--- src/inc/bbls_pkg.sv ---
// Constants, types and timing for the blanking and burst level select block.
package bbls_pkg;
   localparam int CLK_HZ = 25_000_000;
   localparam int CLK_MHZ = CLK_HZ / 1_000_000;
   localparam int BLANK_TIME_US = 20_000;
   localparam int DETECT_TIME_US = 1_000;
   localparam int SPIKE_TIME_NS = 30_000;
   localparam int BLANK_CYC = BLANK_TIME_US * CLK_MHZ;
   localparam int DETECT_CYC = DETECT_TIME_US * CLK_MHZ;
   localparam int SPIKE_CYC = (SPIKE_TIME_NS * CLK_MHZ + 999) / 1000;
   localparam logic [8:0] EXT_TOTAL = 9'h100;
   localparam logic [15:0] DET_BOUND_0 = 16'h0008;
   localparam logic [15:0] DET_BOUND_1 = 16'h0040;
   localparam logic [15:0] DET_BOUND_2 = 16'h0100;
   localparam logic [3:0] ADDR_CTRL = 4'h0;
   localparam logic [3:0] ADDR_STATUS = 4'h4;
   localparam logic [3:0] ADDR_COUNT = 4'h8;
   localparam int CTRL_EXTEND_BIT = 0;
   localparam logic CTRL_EXTEND_RESET = 1'b0;
   localparam logic [11:0] ENTRY_MV_0 = 12'h640;
   localparam logic [11:0] ENTRY_MV_1 = 12'h58C;
   localparam logic [11:0] ENTRY_MV_2 = 12'h4F6;
   localparam logic [11:0] CLIMIT_MV_0 = 12'h1C2;
   localparam logic [11:0] CLIMIT_MV_1 = 12'h172;
   localparam logic [11:0] CLIMIT_MV_2 = 12'h136;
   localparam logic [11:0] MV_NONE = 12'h000;
   localparam logic [1:0] SEL_NEVER = 2'h3;

   typedef enum logic [1:0] {
      EXT_IDLE = 2'b00,
      EXT_CHARGE = 2'b01,
      EXT_DISCHARGE = 2'b10,
      EXT_DONE = 2'b11
   } bbls_ext_state_type;

   typedef enum logic [1:0] {
      DET_WAIT = 2'b00,
      DET_CHARGE = 2'b01,
      DET_DISCHARGE = 2'b10,
      DET_DONE = 2'b11
   } bbls_det_state_type;

   typedef struct packed {
      logic overload_cmp;
      logic burst_entry_cmp;
      logic burst_exit_cmp;
      logic extend_upper_cmp;
      logic extend_lower_cmp;
      logic fb_upper_cmp;
      logic fb_lower_cmp;
   } bbls_cmp_type;

   typedef struct packed {
      logic extend_charge_sw;
      logic extend_discharge_sw;
      logic fb_discharge_sw;
   } bbls_sw_type;

   typedef struct packed {
      logic [1:0] sel;
      logic [11:0] burst_entry_threshold;
      logic [11:0] burst_climit;
   } bbls_level_type;
endpackage

--- src/hw/bbls_core.sv ---
// Blanking timer, extension counter, spike delay and burst level detection.
`timescale 1ns/100ps
module bbls_core #(
   parameter logic [19:0] BLANK_CYC = 20'(bbls_pkg::BLANK_CYC),
   parameter logic [19:0] DETECT_CYC = 20'(bbls_pkg::DETECT_CYC),
   parameter logic [15:0] DET_BOUND_0 = bbls_pkg::DET_BOUND_0,
   parameter logic [15:0] DET_BOUND_1 = bbls_pkg::DET_BOUND_1,
   parameter logic [15:0] DET_BOUND_2 = bbls_pkg::DET_BOUND_2
) (
   input wire logic clock,
   input wire logic arst_n,
   input wire bbls_pkg::bbls_cmp_type cmp,
   input wire logic vcc_on,
   input wire logic protect_hold,
   input wire logic [3:0] addr,
   input wire logic [31:0] wdata,
   input wire logic wr,
   input wire logic rd,
   output logic [31:0] rdata,
   output bbls_pkg::bbls_sw_type sw,
   output logic level_detect_ff,
   output logic protect_and_gate,
   output logic extend_done,
   output logic auto_restart,
   output logic burst_mode,
   output bbls_pkg::bbls_level_type level
);
   localparam logic [9:0] SPIKE_LAST = 10'(bbls_pkg::SPIKE_CYC - 1);

   // --------------------------------------------------------------
   // Register port
   // --------------------------------------------------------------
   logic extend_mode;
   logic [31:0] next_rdata;
   wire ctrl_hit = (addr == bbls_pkg::ADDR_CTRL);
   wire status_hit = (addr == bbls_pkg::ADDR_STATUS);
   wire count_hit = (addr == bbls_pkg::ADDR_COUNT);
   logic blank_done;
   logic det_done;
   logic [8:0] ext_cnt;
   logic [15:0] det_cnt;
   wire [31:0] status_word = {24'h000000, det_done, level.sel, burst_mode,
                              auto_restart, extend_done, blank_done, extend_mode};
   wire [31:0] count_word = {7'h00, ext_cnt, det_cnt};

   always_comb begin
      next_rdata = 32'h00000000;
      if (rd && ctrl_hit) begin
         next_rdata = {31'h00000000, extend_mode};
      end else if (rd && status_hit) begin
         next_rdata = status_word;
      end else if (rd && count_hit) begin
         next_rdata = count_word;
      end
   end

   always_ff @(posedge clock or negedge arst_n) begin
      if (!arst_n) begin
         rdata <= 32'h00000000;
         extend_mode <= bbls_pkg::CTRL_EXTEND_RESET;
      end else begin
         rdata <= next_rdata;
         if (wr && ctrl_hit) begin
            extend_mode <= wdata[bbls_pkg::CTRL_EXTEND_BIT];
         end
      end
   end

   // --------------------------------------------------------------
   // Overload blanking and extension
   // --------------------------------------------------------------
   logic [19:0] blank_cnt;
   bbls_pkg::bbls_ext_state_type ext_state;
   bbls_pkg::bbls_ext_state_type next_ext_state;
   logic [9:0] spike_cnt;
   wire blank_hit = cmp.overload_cmp && (blank_cnt == BLANK_CYC - 20'h00001);
   wire ext_count_up = (ext_state == bbls_pkg::EXT_CHARGE) && cmp.extend_upper_cmp;
   wire ext_last = ext_count_up && (ext_cnt == bbls_pkg::EXT_TOTAL - 9'h001);

   always_comb begin
      next_ext_state = ext_state;
      unique case (ext_state)
         bbls_pkg::EXT_IDLE: begin
            if (blank_done && extend_mode) begin
               next_ext_state = bbls_pkg::EXT_CHARGE;
            end
         end
         bbls_pkg::EXT_CHARGE: begin
            if (ext_last) begin
               next_ext_state = bbls_pkg::EXT_DONE;
            end else if (ext_count_up) begin
               next_ext_state = bbls_pkg::EXT_DISCHARGE;
            end
         end
         bbls_pkg::EXT_DISCHARGE: begin
            if (cmp.extend_lower_cmp) begin
               next_ext_state = bbls_pkg::EXT_CHARGE;
            end
         end
         bbls_pkg::EXT_DONE: begin
            next_ext_state = bbls_pkg::EXT_DONE;
         end
      endcase
      if (!cmp.overload_cmp) begin
         next_ext_state = bbls_pkg::EXT_IDLE;
      end
   end

   assign extend_done = (ext_state == bbls_pkg::EXT_DONE);
   assign protect_and_gate = blank_done && (extend_mode ? extend_done : 1'b1);
   assign sw.extend_charge_sw = (ext_state == bbls_pkg::EXT_CHARGE);
   assign sw.extend_discharge_sw = (ext_state == bbls_pkg::EXT_DISCHARGE);

   always_ff @(posedge clock or negedge arst_n) begin
      if (!arst_n) begin
         blank_cnt <= 20'h00000;
         blank_done <= 1'b0;
         ext_state <= bbls_pkg::EXT_IDLE;
         ext_cnt <= 9'h000;
         spike_cnt <= 10'h000;
         auto_restart <= 1'b0;
      end else begin
         ext_state <= next_ext_state;
         if (!cmp.overload_cmp) begin
            blank_cnt <= 20'h00000;
            blank_done <= 1'b0;
            ext_cnt <= 9'h000;
         end else begin
            if (!blank_done) begin
               blank_cnt <= blank_cnt + 20'h00001;
            end
            if (blank_hit) begin
               blank_done <= 1'b1;
            end
            if (ext_count_up) begin
               ext_cnt <= ext_cnt + 9'h001;
            end
         end
         if (protect_and_gate && !auto_restart) begin
            spike_cnt <= spike_cnt + 10'h001;
            if (spike_cnt == SPIKE_LAST) begin
               auto_restart <= 1'b1;
            end
         end else begin
            spike_cnt <= 10'h000;
         end
         if (!vcc_on) begin
            auto_restart <= 1'b0;
         end
      end
   end

   // --------------------------------------------------------------
   // Burst level detection
   // --------------------------------------------------------------
   bbls_pkg::bbls_det_state_type det_state;
   bbls_pkg::bbls_det_state_type next_det_state;
   logic [19:0] win_cnt;
   wire det_running = (det_state == bbls_pkg::DET_CHARGE) ||
                      (det_state == bbls_pkg::DET_DISCHARGE);
   wire win_end = det_running && (win_cnt == DETECT_CYC - 20'h00001);
   wire det_count_up = (det_state == bbls_pkg::DET_CHARGE) && cmp.fb_upper_cmp;
   wire det_fall = (det_state == bbls_pkg::DET_DISCHARGE) && cmp.fb_lower_cmp;

   function automatic logic [1:0] pick_sel(input logic [15:0] count);
      logic [1:0] sel;
      sel = bbls_pkg::SEL_NEVER;
      if (count <= DET_BOUND_0) begin
         sel = 2'h0;
      end else if (count <= DET_BOUND_1) begin
         sel = 2'h1;
      end else if (count <= DET_BOUND_2) begin
         sel = 2'h2;
      end
      return sel;
   endfunction

   always_comb begin
      next_det_state = det_state;
      unique case (det_state)
         bbls_pkg::DET_WAIT: begin
            if (vcc_on && !protect_hold) begin
               next_det_state = bbls_pkg::DET_CHARGE;
            end
         end
         bbls_pkg::DET_CHARGE: begin
            if (det_count_up) begin
               next_det_state = bbls_pkg::DET_DISCHARGE;
            end
         end
         bbls_pkg::DET_DISCHARGE: begin
            if (det_fall) begin
               next_det_state = bbls_pkg::DET_CHARGE;
            end
         end
         bbls_pkg::DET_DONE: begin
            next_det_state = bbls_pkg::DET_DONE;
         end
      endcase
      if (win_end) begin
         next_det_state = bbls_pkg::DET_DONE;
      end
   end

   assign det_done = (det_state == bbls_pkg::DET_DONE);
   assign sw.fb_discharge_sw = level_detect_ff;

   always_ff @(posedge clock or negedge arst_n) begin
      if (!arst_n) begin
         det_state <= bbls_pkg::DET_WAIT;
         win_cnt <= 20'h00000;
         det_cnt <= 16'h0000;
         level_detect_ff <= 1'b0;
         level.sel <= bbls_pkg::SEL_NEVER;
      end else begin
         det_state <= next_det_state;
         if (det_running) begin
            win_cnt <= win_cnt + 20'h00001;
         end
         if (det_count_up && !win_end) begin
            det_cnt <= det_cnt + 16'h0001;
            level_detect_ff <= 1'b1;
         end else if (det_fall || win_end) begin
            level_detect_ff <= 1'b0;
         end
         if (win_end) begin
            level.sel <= pick_sel(det_cnt);
         end
      end
   end

   assign level.burst_entry_threshold = (level.sel == 2'h0) ? bbls_pkg::ENTRY_MV_0 :
                                        (level.sel == 2'h1) ? bbls_pkg::ENTRY_MV_1 :
                                        (level.sel == 2'h2) ? bbls_pkg::ENTRY_MV_2 :
                                        bbls_pkg::MV_NONE;
   assign level.burst_climit = (level.sel == 2'h0) ? bbls_pkg::CLIMIT_MV_0 :
                               (level.sel == 2'h1) ? bbls_pkg::CLIMIT_MV_1 :
                               (level.sel == 2'h2) ? bbls_pkg::CLIMIT_MV_2 :
                               bbls_pkg::MV_NONE;

   // --------------------------------------------------------------
   // Burst entry blanking
   // --------------------------------------------------------------
   logic [19:0] burst_cnt;
   wire burst_allowed = det_done && (level.sel != bbls_pkg::SEL_NEVER);
   wire burst_counting = burst_allowed && !burst_mode && cmp.burst_entry_cmp;

   always_ff @(posedge clock or negedge arst_n) begin
      if (!arst_n) begin
         burst_cnt <= 20'h00000;
         burst_mode <= 1'b0;
      end else begin
         if (burst_counting) begin
            burst_cnt <= burst_cnt + 20'h00001;
         end else begin
            burst_cnt <= 20'h00000;
         end
         if (burst_counting && (burst_cnt == BLANK_CYC - 20'h00001)) begin
            burst_mode <= 1'b1;
         end else if (cmp.burst_exit_cmp) begin
            burst_mode <= 1'b0;
         end
      end
   end
endmodule

--- config.mk ---
export PLATFORM = sky130hd
export DESIGN_NAME = bbls_core
export DESIGN_NICKNAME = d
export VERILOG_FILES = /design/src/inc/bbls_pkg.sv /design/src/hw/bbls_core.sv
export SDC_FILE = /design/constraint.sdc
export NUM_CORES = 1
export LEC_CHECK = 0
export ABC_AREA = 1
export BUFFER_PORTS_ARGS = -buffer_cell sky130_fd_sc_hd__buf_4
export CAP_MARGIN = 20
export CORE_ASPECT_RATIO = 1.1
export CORE_MARGIN = 2
export CORE_UTILIZATION = 35
export DETAILED_ROUTE_END_ITERATION = 7
export GPL_TIMING_DRIVEN = 0
export HOLD_SLACK_MARGIN = 0.06
export SLEW_MARGIN = 25
export SYNTH_ARGS = -nofsm -noshare
export SYNTH_HDL_FRONTEND = slang
export SYNTH_SLANG_ARGS = --single-unit
--- constraint.sdc ---
create_clock -name clock -period 1.8 [get_ports clock]
set_clock_uncertainty 0.1 [all_clocks]
set_input_delay 0 -clock clock [delete_from_list [all_inputs] [get_ports clock]]
set_output_delay 0 -clock clock [all_outputs]
set_load 0.02 [all_outputs]
==> results of run 1 <==
## cells in the final DEF, fill, tap and decap left out, types with 14 or more instances in the layout
master,count
inv_1,114
nor3_1,30
conb_1,14
buf_4,113
nand4_1,20
nand2_1,147
xor2_1,27
nand3_1,36
clkbuf_16,18
o21ai_0,31
dfrtp_1,128
dlygate4sd3_1,16
nor2_1,110
a21oi_1,32
## worst reg2reg max path: stages (launching register included)
cell,delay [ns]
dfrtp_1,0.35
inv_1,0.09
ha_4,0.33
nand2_4,0.06
nor3_4,0.14
nand3_4,0.16
nand2_8,0.14
clkbuf_16,0.17
nor2_4,0.03
xor2_1,0.14
## per-stage QoR
stage / total power, uW / setup slack, ns / TNS [ns]
2_1_floorplan: 4990 / -0.0186 / -0.144
3_3_place_gp: 5490 / -0.236 / -4.66
3_5_place_dp: 5530 / -0.220 / -4.97
4_1_cts: 9380 / -0.115 / -1.52
5_1_grt: 10100 / -0.106 / -1.28
6_report: 9560 / -0.0264 / -0.0547
## routing by layer
metal	GRT usage, %	wire [um]
met2	26.5	7480
met5	0	0
met4	4.85	199
met1	20.2	7250
met3	3.30	537
## cell type report
cell class | count | area, um^2 | share of cell area, %
buffer | 35 | 251 | 2.77
clock buffer | 17 | 425 | 4.68
clock inverter | 15 | 181 | 2.00
inverter | 125 | 482 | 5.30
multi-input combinational | 566 | 3180 | 35.0
sequential | 131 | 3280 | 36.1
tap | 247 | 309 | 3.40
timing repair buffer | 113 | 972 | 10.7
## cells by family (layout without fill, tap and decap cells)
group / Yosys count / count (layout) / synth area share, %
buf+inv: 161 / 305 / 10.5
other cells: 1 / 14 / 0.0548
xor+xnor: 30 / 30 / 3.84
compound gates: 95 / 95 / 7.70
simple gates: 408 / 408 / 26.5
flops: 131 / 131 / 48.0
fa+ha+maj: 19 / 19 / 3.47
## state kept, by name, summed over array words and instances (netlist names)
signal and flops:
auto_restart 1, blank_cnt 20, blank_done 1, burst_cnt 20, burst_mode 1, det_cnt 16
det_state 2, ext_cnt 9, ext_state 2, extend_mode 1, level 2, level_detect_ff 1
rdata 25, spike_cnt 10, win_cnt 20
## where the power goes
part           switching, uW  internal, uW  leakage (uW)
combinational           1430          1060       0.00223
clock                   1360          2190      0.000282
sequential               300          3230       0.00178
## worst max-delay path by stage
stage                  endpoint  slack (ns)
floorplan            det_cnt[7]       -0.02
global placement    win_cnt[17]       -0.24
detailed placement  win_cnt[17]       -0.22
CTS                  det_cnt[6]       -0.11
global route         det_cnt[8]       -0.11
finish               det_cnt[8]       -0.03
## repair_timing
action	4_1_cts	5_1_grt
cloned	1	1
resized for setup	25	55
hold buffers	16	0
hold endpoints to repair	157	0
setup endpoints to repair	37	63
buffers inserted	16	11
pin swaps	11	16
==> results.sh, run 1 <==
export IMPL_status="finished with violations"
export IMPL_violations="setup timing"
export IMPL_crit_chain="inv_1, ha_4, nand2_4, nor3_4, nand3_4, nand2_8, clkbuf_16, nor2_4, xor2_1"
export IMPL_dieArea_um2=20700
export IMPL_synthTopCellsByCount="nand2_1, dfrtp_1, nor2_1, inv_1, nand3_1"
export IMPL_fmaxAchievable_mhz=548
export IMPL_synth_area_leaders="dfrtp_1, nand2_1, nor2_1"
export IMPL_n_fill_cell=1836
export IMPL_grt_max_degree=90
export IMPL_nets=1057
export IMPL_clockBufferDepth=2
export IMPL_wl_per_cell_um=12.4
export IMPL_grt_first_pass_wirelength_um=25800
export IMPL_critPathMaxFanout=5
export IMPL_slew_headroom_pct=64.4
export IMPL_grt_pass1_vias=5513
export IMPL_p_per_area_nw_per_um2=1050
export IMPL_ctsHtreeMaxLevel=4
export IMPL_ys_flop_type="dfrtp_1"
export IMPL_cap_viol_max_count=0
export IMPL_rows=53
export IMPL_port_buffer_count=68
export IMPL_synth_seq_cells=131
export IMPL_drtIter0Drc=276
export IMPL_ys_seq_area_share_pct=48.0
export IMPL_slew_viol_final=0
export IMPL_antenna_found_initial=0
export IMPL_grt_ovfl_total=0
export IMPL_worstSetupStartpointType="flip-flop"
export IMPL_path_delay_family="simple AND/OR/NAND/NOR gates"
export IMPL_cpPeakStageDelay_ns=0.35
export IMPL_die_x_um=137
export IMPL_cts_tree="yes"
export IMPL_worstMarginPinSlew_ns=0.532
export IMPL_startpoint="det_state[0]"
export IMPL_num_vias=5785
export IMPL_cts_buffers=17
export IMPL_ant_nets=0
export IMPL_synthArstFlopShare_pct=100
export IMPL_yosys_area_top_type_share_pct=47.2
export IMPL_cpMaxStageDelayCell="dfrtp_1"
export IMPL_rr_endpoint="det_cnt[8]"
export IMPL_drive_above_1_share_pct=24.6
export IMPL_layout_cells_non_filler=1249
export IMPL_wl_um=15500
export IMPL_synth_edff_count=0
export IMPL_syn_area_um2=6840
export IMPL_crit_type="reg -> reg"
export IMPL_drt_pass1_iter_count=4
export IMPL_worst_setup_path_end_kind="flip-flop"
export IMPL_worst_slack_ns=-0.0264
export IMPL_netlist_instances=845
export IMPL_yosysWarnings=0
export IMPL_clock_latency_ns=0.43
export IMPL_path_buf_inv=2
export IMPL_diodes=0
export IMPL_setup_viol=5
export IMPL_ir_worst_vdd_mv=0.673
export IMPL_gp_congestion=0.849
export IMPL_hold_class="in -> reg"
export IMPL_layout_min_cycle_time_ns=1.83
export IMPL_final_util_pct=47.4
export IMPL_vias_per_cell=4.63
export IMPL_place_area_um2=7790
export IMPL_core_area_um2=19200
export IMPL_final_design_area_no_fill_um2=9090
export IMPL_area_growth_pct=32.8
export IMPL_hold_end="rdata[2]"
export IMPL_hold_ws_ns=0.114
export IMPL_clockRootBuffer="clkbuf_16"
export IMPL_hold_viol=0
export IMPL_worstPathArrival_ns=2.02
export IMPL_dpl_hpwl_um=10900
export IMPL_yosysMostFrequentCell="nand2_1"
export IMPL_drc=0
export IMPL_cts_sinks=131
export IMPL_timing_rr_start="det_state[0]"
export IMPL_worst_path_stages=9
export IMPL_hold_path_startpoint="addr[3]"
export IMPL_ff2ff_setup_slack_ns=-0.03
export IMPL_period_share_pct=101
export IMPL_cp_data_required_time_ns=2.00
export IMPL_rsz0062_at_grt="yes"
export IMPL_p_leak_uw=0.00429
export IMPL_synth_cell_type_count=41
export IMPL_numPlacedInstances=1174
export IMPL_io_pins=115
export IMPL_syn_avg_cell_area_um2=8.10
export IMPL_synth_top_cell_by_area="dfrtp_1"
export IMPL_die_height_um=151
export IMPL_grt_usage_pct=15.7
export IMPL_hold_depth=3
export IMPL_initial_core_util_pct=35.7
export IMPL_path_clk_slew_ns=0.06
export IMPL_reg2reg_depth=9
No activity file was read; power rests on OpenSTA's default activity.
==> run 2, diff against run 1 <==
--- a/config.mk
+++ b/config.mk
@@ -5,7 +5,6 @@
 export SDC_FILE = /design/constraint.sdc
 export NUM_CORES = 1
 export LEC_CHECK = 0
-export ABC_AREA = 1
 export BUFFER_PORTS_ARGS = -buffer_cell sky130_fd_sc_hd__buf_4
 export CAP_MARGIN = 20
 export CORE_ASPECT_RATIO = 1.1
==> results.sh, run 2 <==
export IMPL_status="finished with violations"
export IMPL_violations="setup timing"
export IMPL_grt_usage_pct=14.5
export IMPL_clock_latency_ns=0.43
export IMPL_wl_per_cell_um=13.7
export IMPL_ys_flop_type="dfrtp_1"
export IMPL_grt_pass1_vias=4800
export IMPL_power_share_combinational_pct=18.1
export IMPL_switching_share_pct=27.5
export IMPL_hold_class="in -> reg"
export IMPL_nets=828
export IMPL_wl_um=13900
export IMPL_die_height_um=146
export IMPL_yosysMostFrequentCell="dfrtp_1"
export IMPL_final_util_pct=47.9
export IMPL_worstSetupStartpointType="flip-flop"
export IMPL_antenna_found_initial=0
export IMPL_worst_setup_path_end_kind="flip-flop"
export IMPL_hold_viol=0
export IMPL_largest_reg_flops=25
export IMPL_switchingPower_uw=2410
export IMPL_synthTopCellsByCount="dfrtp_1, nor2_1, xor2_1, nand2_1, xnor2_1"
export IMPL_grt_first_pass_wirelength_um=23000
export IMPL_crit_type="reg -> reg"
export IMPL_pwr_share_clk_pct=43.0
export IMPL_worstPathArrival_ns=2.12
export IMPL_setup_viol=23
export IMPL_worstMarginPinSlew_ns=0.551
export IMPL_synth_area_leaders="dfrtp_1, xor2_1, xnor2_1"
export IMPL_ir_worst_vdd_mv=0.750
export IMPL_num_vias=4765
export IMPL_clockBufferDepth=2
export IMPL_grt_max_degree=83
export IMPL_dpl_hpwl_um=9020
export IMPL_path_clk_slew_ns=0.06
export IMPL_drt_pass1_iter_count=4
export IMPL_synth_fa_ha_area_share_pct=3.68
export IMPL_syn_area_um2=6460
export IMPL_initial_core_util_pct=35.4
export IMPL_slew_viol_final=0
export IMPL_area_growth_pct=35.2
export IMPL_ctsHtreeMaxLevel=4
export IMPL_final_cell_mix="dfrtp_1, buf_4, nor2_1, xor2_1"
export IMPL_seqPwrFrac_pct=38.9
export IMPL_syn_avg_cell_area_um2=10.6
export IMPL_layout_min_cycle_time_ns=1.92
export IMPL_grt_ovfl_total=0
export IMPL_regMostFlops="rdata"
export IMPL_p_leak_uw=0.00414
export IMPL_cts_sinks=131
export IMPL_synthArstFlopShare_pct=100
export IMPL_synth_top_cell_by_area="dfrtp_1"
export IMPL_p_per_area_nw_per_um2=1000
export IMPL_cap_viol_max_count=0
export IMPL_critPathMaxFanout=5
export IMPL_slew_headroom_pct=63.1
export IMPL_worst_slack_ns=-0.116
export IMPL_synth_edff_count=0
export IMPL_synth_compound_area_share_pct=4.01
export IMPL_ant_nets=0
export IMPL_die_x_um=133
export IMPL_cts_buffers=17
export IMPL_yosysWarnings=0
export IMPL_drive_above_1_share_pct=30.0
export IMPL_netlist_instances=609
export IMPL_yosys_area_top_type_share_pct=50.0
export IMPL_setup_tns_ns=-1.18
export IMPL_fmaxAchievable_mhz=522
export IMPL_synth_top_family_by_area="simple AND/OR/NAND/NOR gates"
export IMPL_ys_seq_area_share_pct=50.8
export IMPL_synth_xor_area_share_pct=11.3
export IMPL_cts_tree="yes"
export IMPL_drtIter0Drc=284
export IMPL_final_common_cell="dfrtp_1"
export IMPL_reg2reg_depth=5
export IMPL_diodes=0
export IMPL_rsz0062_at_grt="yes"
export IMPL_port_buffer_count=69
export IMPL_core_area_um2=18200
export IMPL_hold_depth=3
export IMPL_yosys_area_share_simple_pct=23.8
export IMPL_synth_seq_cells=131
export IMPL_muxShareOfSynthArea_pct=0.853
export IMPL_intPower_uw=6330
export IMPL_power_total_uw=8740
export IMPL_rows=52
export IMPL_clockRootBuffer="clkbuf_16"
export IMPL_drc=0
export IMPL_synth_cell_type_count=55
export IMPL_vias_per_cell=4.69
export IMPL_gp_congestion=0.796
export IMPL_dieArea_um2=19500
export IMPL_period_share_pct=106
export IMPL_io_pins=115
export IMPL_cp_data_required_time_ns=2.01
## run 2: path summary, 6_finish.rpt
path / from / slack [ns] / endpoint
max: win_cnt[18] / -0.12 / det_cnt[1]
min: addr[3] / 0.11 / rdata[4]
max reg2reg: win_cnt[18] / -0.12 / det_cnt[1]
min reg2reg: win_cnt[8] / 0.40 / win_cnt[8]
max in group asynchronous: arst_n / 0.36 / ext_state[0]
min in group asynchronous: arst_n / 0.50 / level_detect_ff
## run 2: power by group through the flow
stage / clock, uW / sequential (uW) / combinational [uW]
floorplan: 0 / 3410 / 879
global placement: 0 / 3430 / 1170
detailed placement: 0 / 3450 / 1220
CTS: 3810 / 3400 / 1420
global route: 3950 / 3420 / 1750
finish: 3760 / 3390 / 1580
## run 2: metal layers
metal  up-vias  track usage (%)  wire (um)
met2        74             24.5       7200
met1      2356             18.1       6100
met5         -                0          0
li1       2319                -          -
met3        16             3.40        419
met4         0             5.37        189
## run 2: per-stage QoR
step	std cells	setup WS [ns]	instance area, um^2	hold slack (ns)
2_1_floorplan	622	-0.0635	6530	-0.396
3_3_place_gp	934	-0.231	7350	0.111
3_5_place_dp	935	-0.265	7390	-0.162
4_1_cts	1005	-0.0944	8460	0.0252
5_1_grt	1016	-0.191	8730	0.111
6_report	1016	-0.116	8730	0.111
## run 2: final cells by class
cell class / count / area [um^2]
sequential: 131 / 3290
fill: 1668 / 9490
inverter: 31 / 116
buffer: 35 / 238
tap: 243 / 304
clock inverter: 11 / 174
multi-input combinational: 424 / 3140
clock buffer: 21 / 470
timing repair buffer: 120 / 998
## run 2: worst max-delay path, cell delays in order, from the launching register on
cell and delay (ns):
dfrtp_1 0.41, nor4_4 0.40, nand4b_4 0.16, o211ai_4 0.26
buf_6 0.17, mux2_4 0.30
## run 2: kinds of logic (layout without fill, tap and decap cells)
family / after synthesis / in the layout
mux: 5 / 5
xor+xnor: 83 / 83
buf+inv: 67 / 218
simple gates: 267 / 267
flops: 131 / 131
compound gates: 36 / 36
other cells: 1 / 14
fa+ha+maj: 19 / 19
## run 2: what timing repair did
item / 4_1_cts / 5_1_grt
endpoints found under the hold margin: 162 / 3
hold buffers: 20 / 1
gates cloned: 1 / 0
pin swaps: 12 / 19
endpoints found under the setup margin: 45 / 75
gates resized for setup: 16 / 45
setup buffers: 17 / 11
==> run 3, diff against run 2 <==
--- a/config.mk
+++ b/config.mk
@@ -9,7 +9,7 @@
 export CAP_MARGIN = 20
 export CORE_ASPECT_RATIO = 1.1
 export CORE_MARGIN = 2
-export CORE_UTILIZATION = 35
+export CORE_UTILIZATION = 23
 export DETAILED_ROUTE_END_ITERATION = 7
 export GPL_TIMING_DRIVEN = 0
 export HOLD_SLACK_MARGIN = 0.06
==> results.sh, run 3 (synthesis results as in run 2) <==
export IMPL_slew_headroom_pct=53.9
export IMPL_largest_reg_flops=25
export IMPL_grt_usage_pct=9.46
export IMPL_wl_per_cell_um=12.1
export IMPL_ctsHtreeMaxLevel=4
export IMPL_status="finished with violations"
export IMPL_drc=0
export IMPL_cap_viol_max_count=0
export IMPL_final_util_pct=31.8
export IMPL_rows=64
export IMPL_violations="setup timing"
export IMPL_wl_um=13700
export IMPL_hold_ws_ns=0.0764
export IMPL_drt_pass1_iter_count=4
export IMPL_worst_slack_ns=-0.0892
export IMPL_drtIter0Drc=224
export IMPL_io_pins=115
export IMPL_final_cell_mix="buf_4, dfrtp_1, nor2_1, xor2_1, nand2_1"
export IMPL_clock_latency_ns=0.42
export IMPL_dieArea_um2=29400
export IMPL_setup_viol=20
export IMPL_cpPeakStageDelay_ns=0.40
export IMPL_vias_per_cell=4.14
export IMPL_grt_ovfl_total=0
export IMPL_worstPathArrival_ns=2.09
export IMPL_cp_data_required_time_ns=2.01
export IMPL_drive_above_1_share_pct=29.9
export IMPL_layout_min_cycle_time_ns=1.89
export IMPL_multi_input_area_um2=3140
export IMPL_p_leak_uw=0.00411
export IMPL_period_share_pct=105
export IMPL_hold_class="in -> async"
export IMPL_nets=831
export IMPL_hold_viol=0
export IMPL_dpl_hpwl_um=9180
export IMPL_critPathMaxFanout=5
export IMPL_seqCellArea_um2=3290
export IMPL_area_growth_pct=36.3
export IMPL_clockRootBuffer="clkbuf_16"
export IMPL_ir_worst_vdd_mv=0.469
export IMPL_grt_pass1_vias=4508
export IMPL_cts_buffers=17
export IMPL_path_clk_slew_ns=0.06
export IMPL_initial_core_util_pct=23.3
export IMPL_worst_setup_path_end_kind="flip-flop"
export IMPL_cpMaxStageDelayCell="dfrtp_1"
export IMPL_layout_cells_non_filler=1139
export IMPL_grt_max_degree=86
export IMPL_worstSetupStartpointType="flip-flop"
export IMPL_slew_viol_final=0
export IMPL_rsz0062_at_grt="yes"
export IMPL_num_vias=4710
export IMPL_n_fill_cell=2856
export IMPL_worstMarginPinSlew_ns=0.689
export IMPL_fmaxAchievable_mhz=529
export IMPL_crit_chain="nor4_4, nand4b_4, o211ai_4, buf_6, mux2_4"
export IMPL_p_per_area_nw_per_um2=926
export IMPL_regMostFlops="rdata"
export IMPL_ant_nets=0
export IMPL_crit_type="reg -> reg"
export IMPL_die_x_um=164
export IMPL_core_area_um2=27700
export IMPL_cts_tree="yes"
export IMPL_cts_sinks=131
export IMPL_port_buffer_count=69
export IMPL_antenna_found_initial=1
export IMPL_path_delay_family="simple AND/OR/NAND/NOR gates"
export IMPL_path_buf_inv=1
export IMPL_grt_first_pass_wirelength_um=22700
export IMPL_die_height_um=180
export IMPL_numPlacedInstances=1055
export IMPL_gp_congestion=0.744
export IMPL_clockBufferDepth=2
## run 3: area by class of cell
cell class                      count  share of cell area, %
Clock buffer                       20                   5.19
Tap cell                          363                   5.16
Inverter                           31                   1.35
Timing Repair Buffer              123                   11.5
Clock inverter                     11                  0.995
Antenna cell                        1                 0.0284
Multi-Input combinational cell    424                   35.7
Buffer                             35                   2.73
Sequential cell                   131                   37.3
## run 3: power by group
group          leakage, uW  total, uW  switching, uW  internal, uW
combinational      0.00208       1540            795           741
sequential         0.00177       3420            268          3150
clock             0.000267       3190           1250          1940
total              0.00411       8150           2320          5830
## run 3: final timing paths
kind,cells after the start,slack (ns),start,to
setup / recovery,5,-0.09,win_cnt[17],det_cnt[1]
hold / removal,2,0.08,arst_n,rdata[0]
setup reg to reg,5,-0.09,win_cnt[17],det_cnt[1]
hold reg to reg,1,0.39,win_cnt[8],win_cnt[8]
max in group asynchronous,3,0.80,arst_n,level[24]
min in group clock,4,0.10,rd,rdata[2]
## run 3: stage by stage
stage	setup slack (ns)	power, uW	area, um^2	setup TNS, ns
floorplan	-0.0635	4290	6530	-0.0964
global placement	-0.336	4640	7500	-10.09
detailed placement	-0.296	4680	7540	-4.80
CTS	-0.0828	8130	8490	-1.18
global route	-0.154	8510	8800	-3.05
finish	-0.0892	8150	8800	-0.828
## run 3: worst reg2reg max path, stage by stage (launching register included)
cell and delay, ns:
dfrtp_1 0.40, nor4_4 0.38, nand4b_4 0.17, o211ai_4 0.28, buf_6 0.17, mux2_4 0.29
## run 3: what timing repair did
item	4_1_cts	5_1_grt
cloned	1	0
endpoints found under the hold margin	161	0
setup buffers	18	18
endpoints found under the setup margin	55	71
hold buffers	16	0
pin swaps	13	17
gates resized for setup	24	40
## run 3: metal layers
layer / vias up / global-route usage [%] / wire [um]
met1: 2297 / 12.5 / 6290
li1: 2323 / - / -
met3: 13 / 2.38 / 634
met2: 77 / 15.1 / 6660
met5: - / 0 / 0
met4: 0 / 3.05 / 158
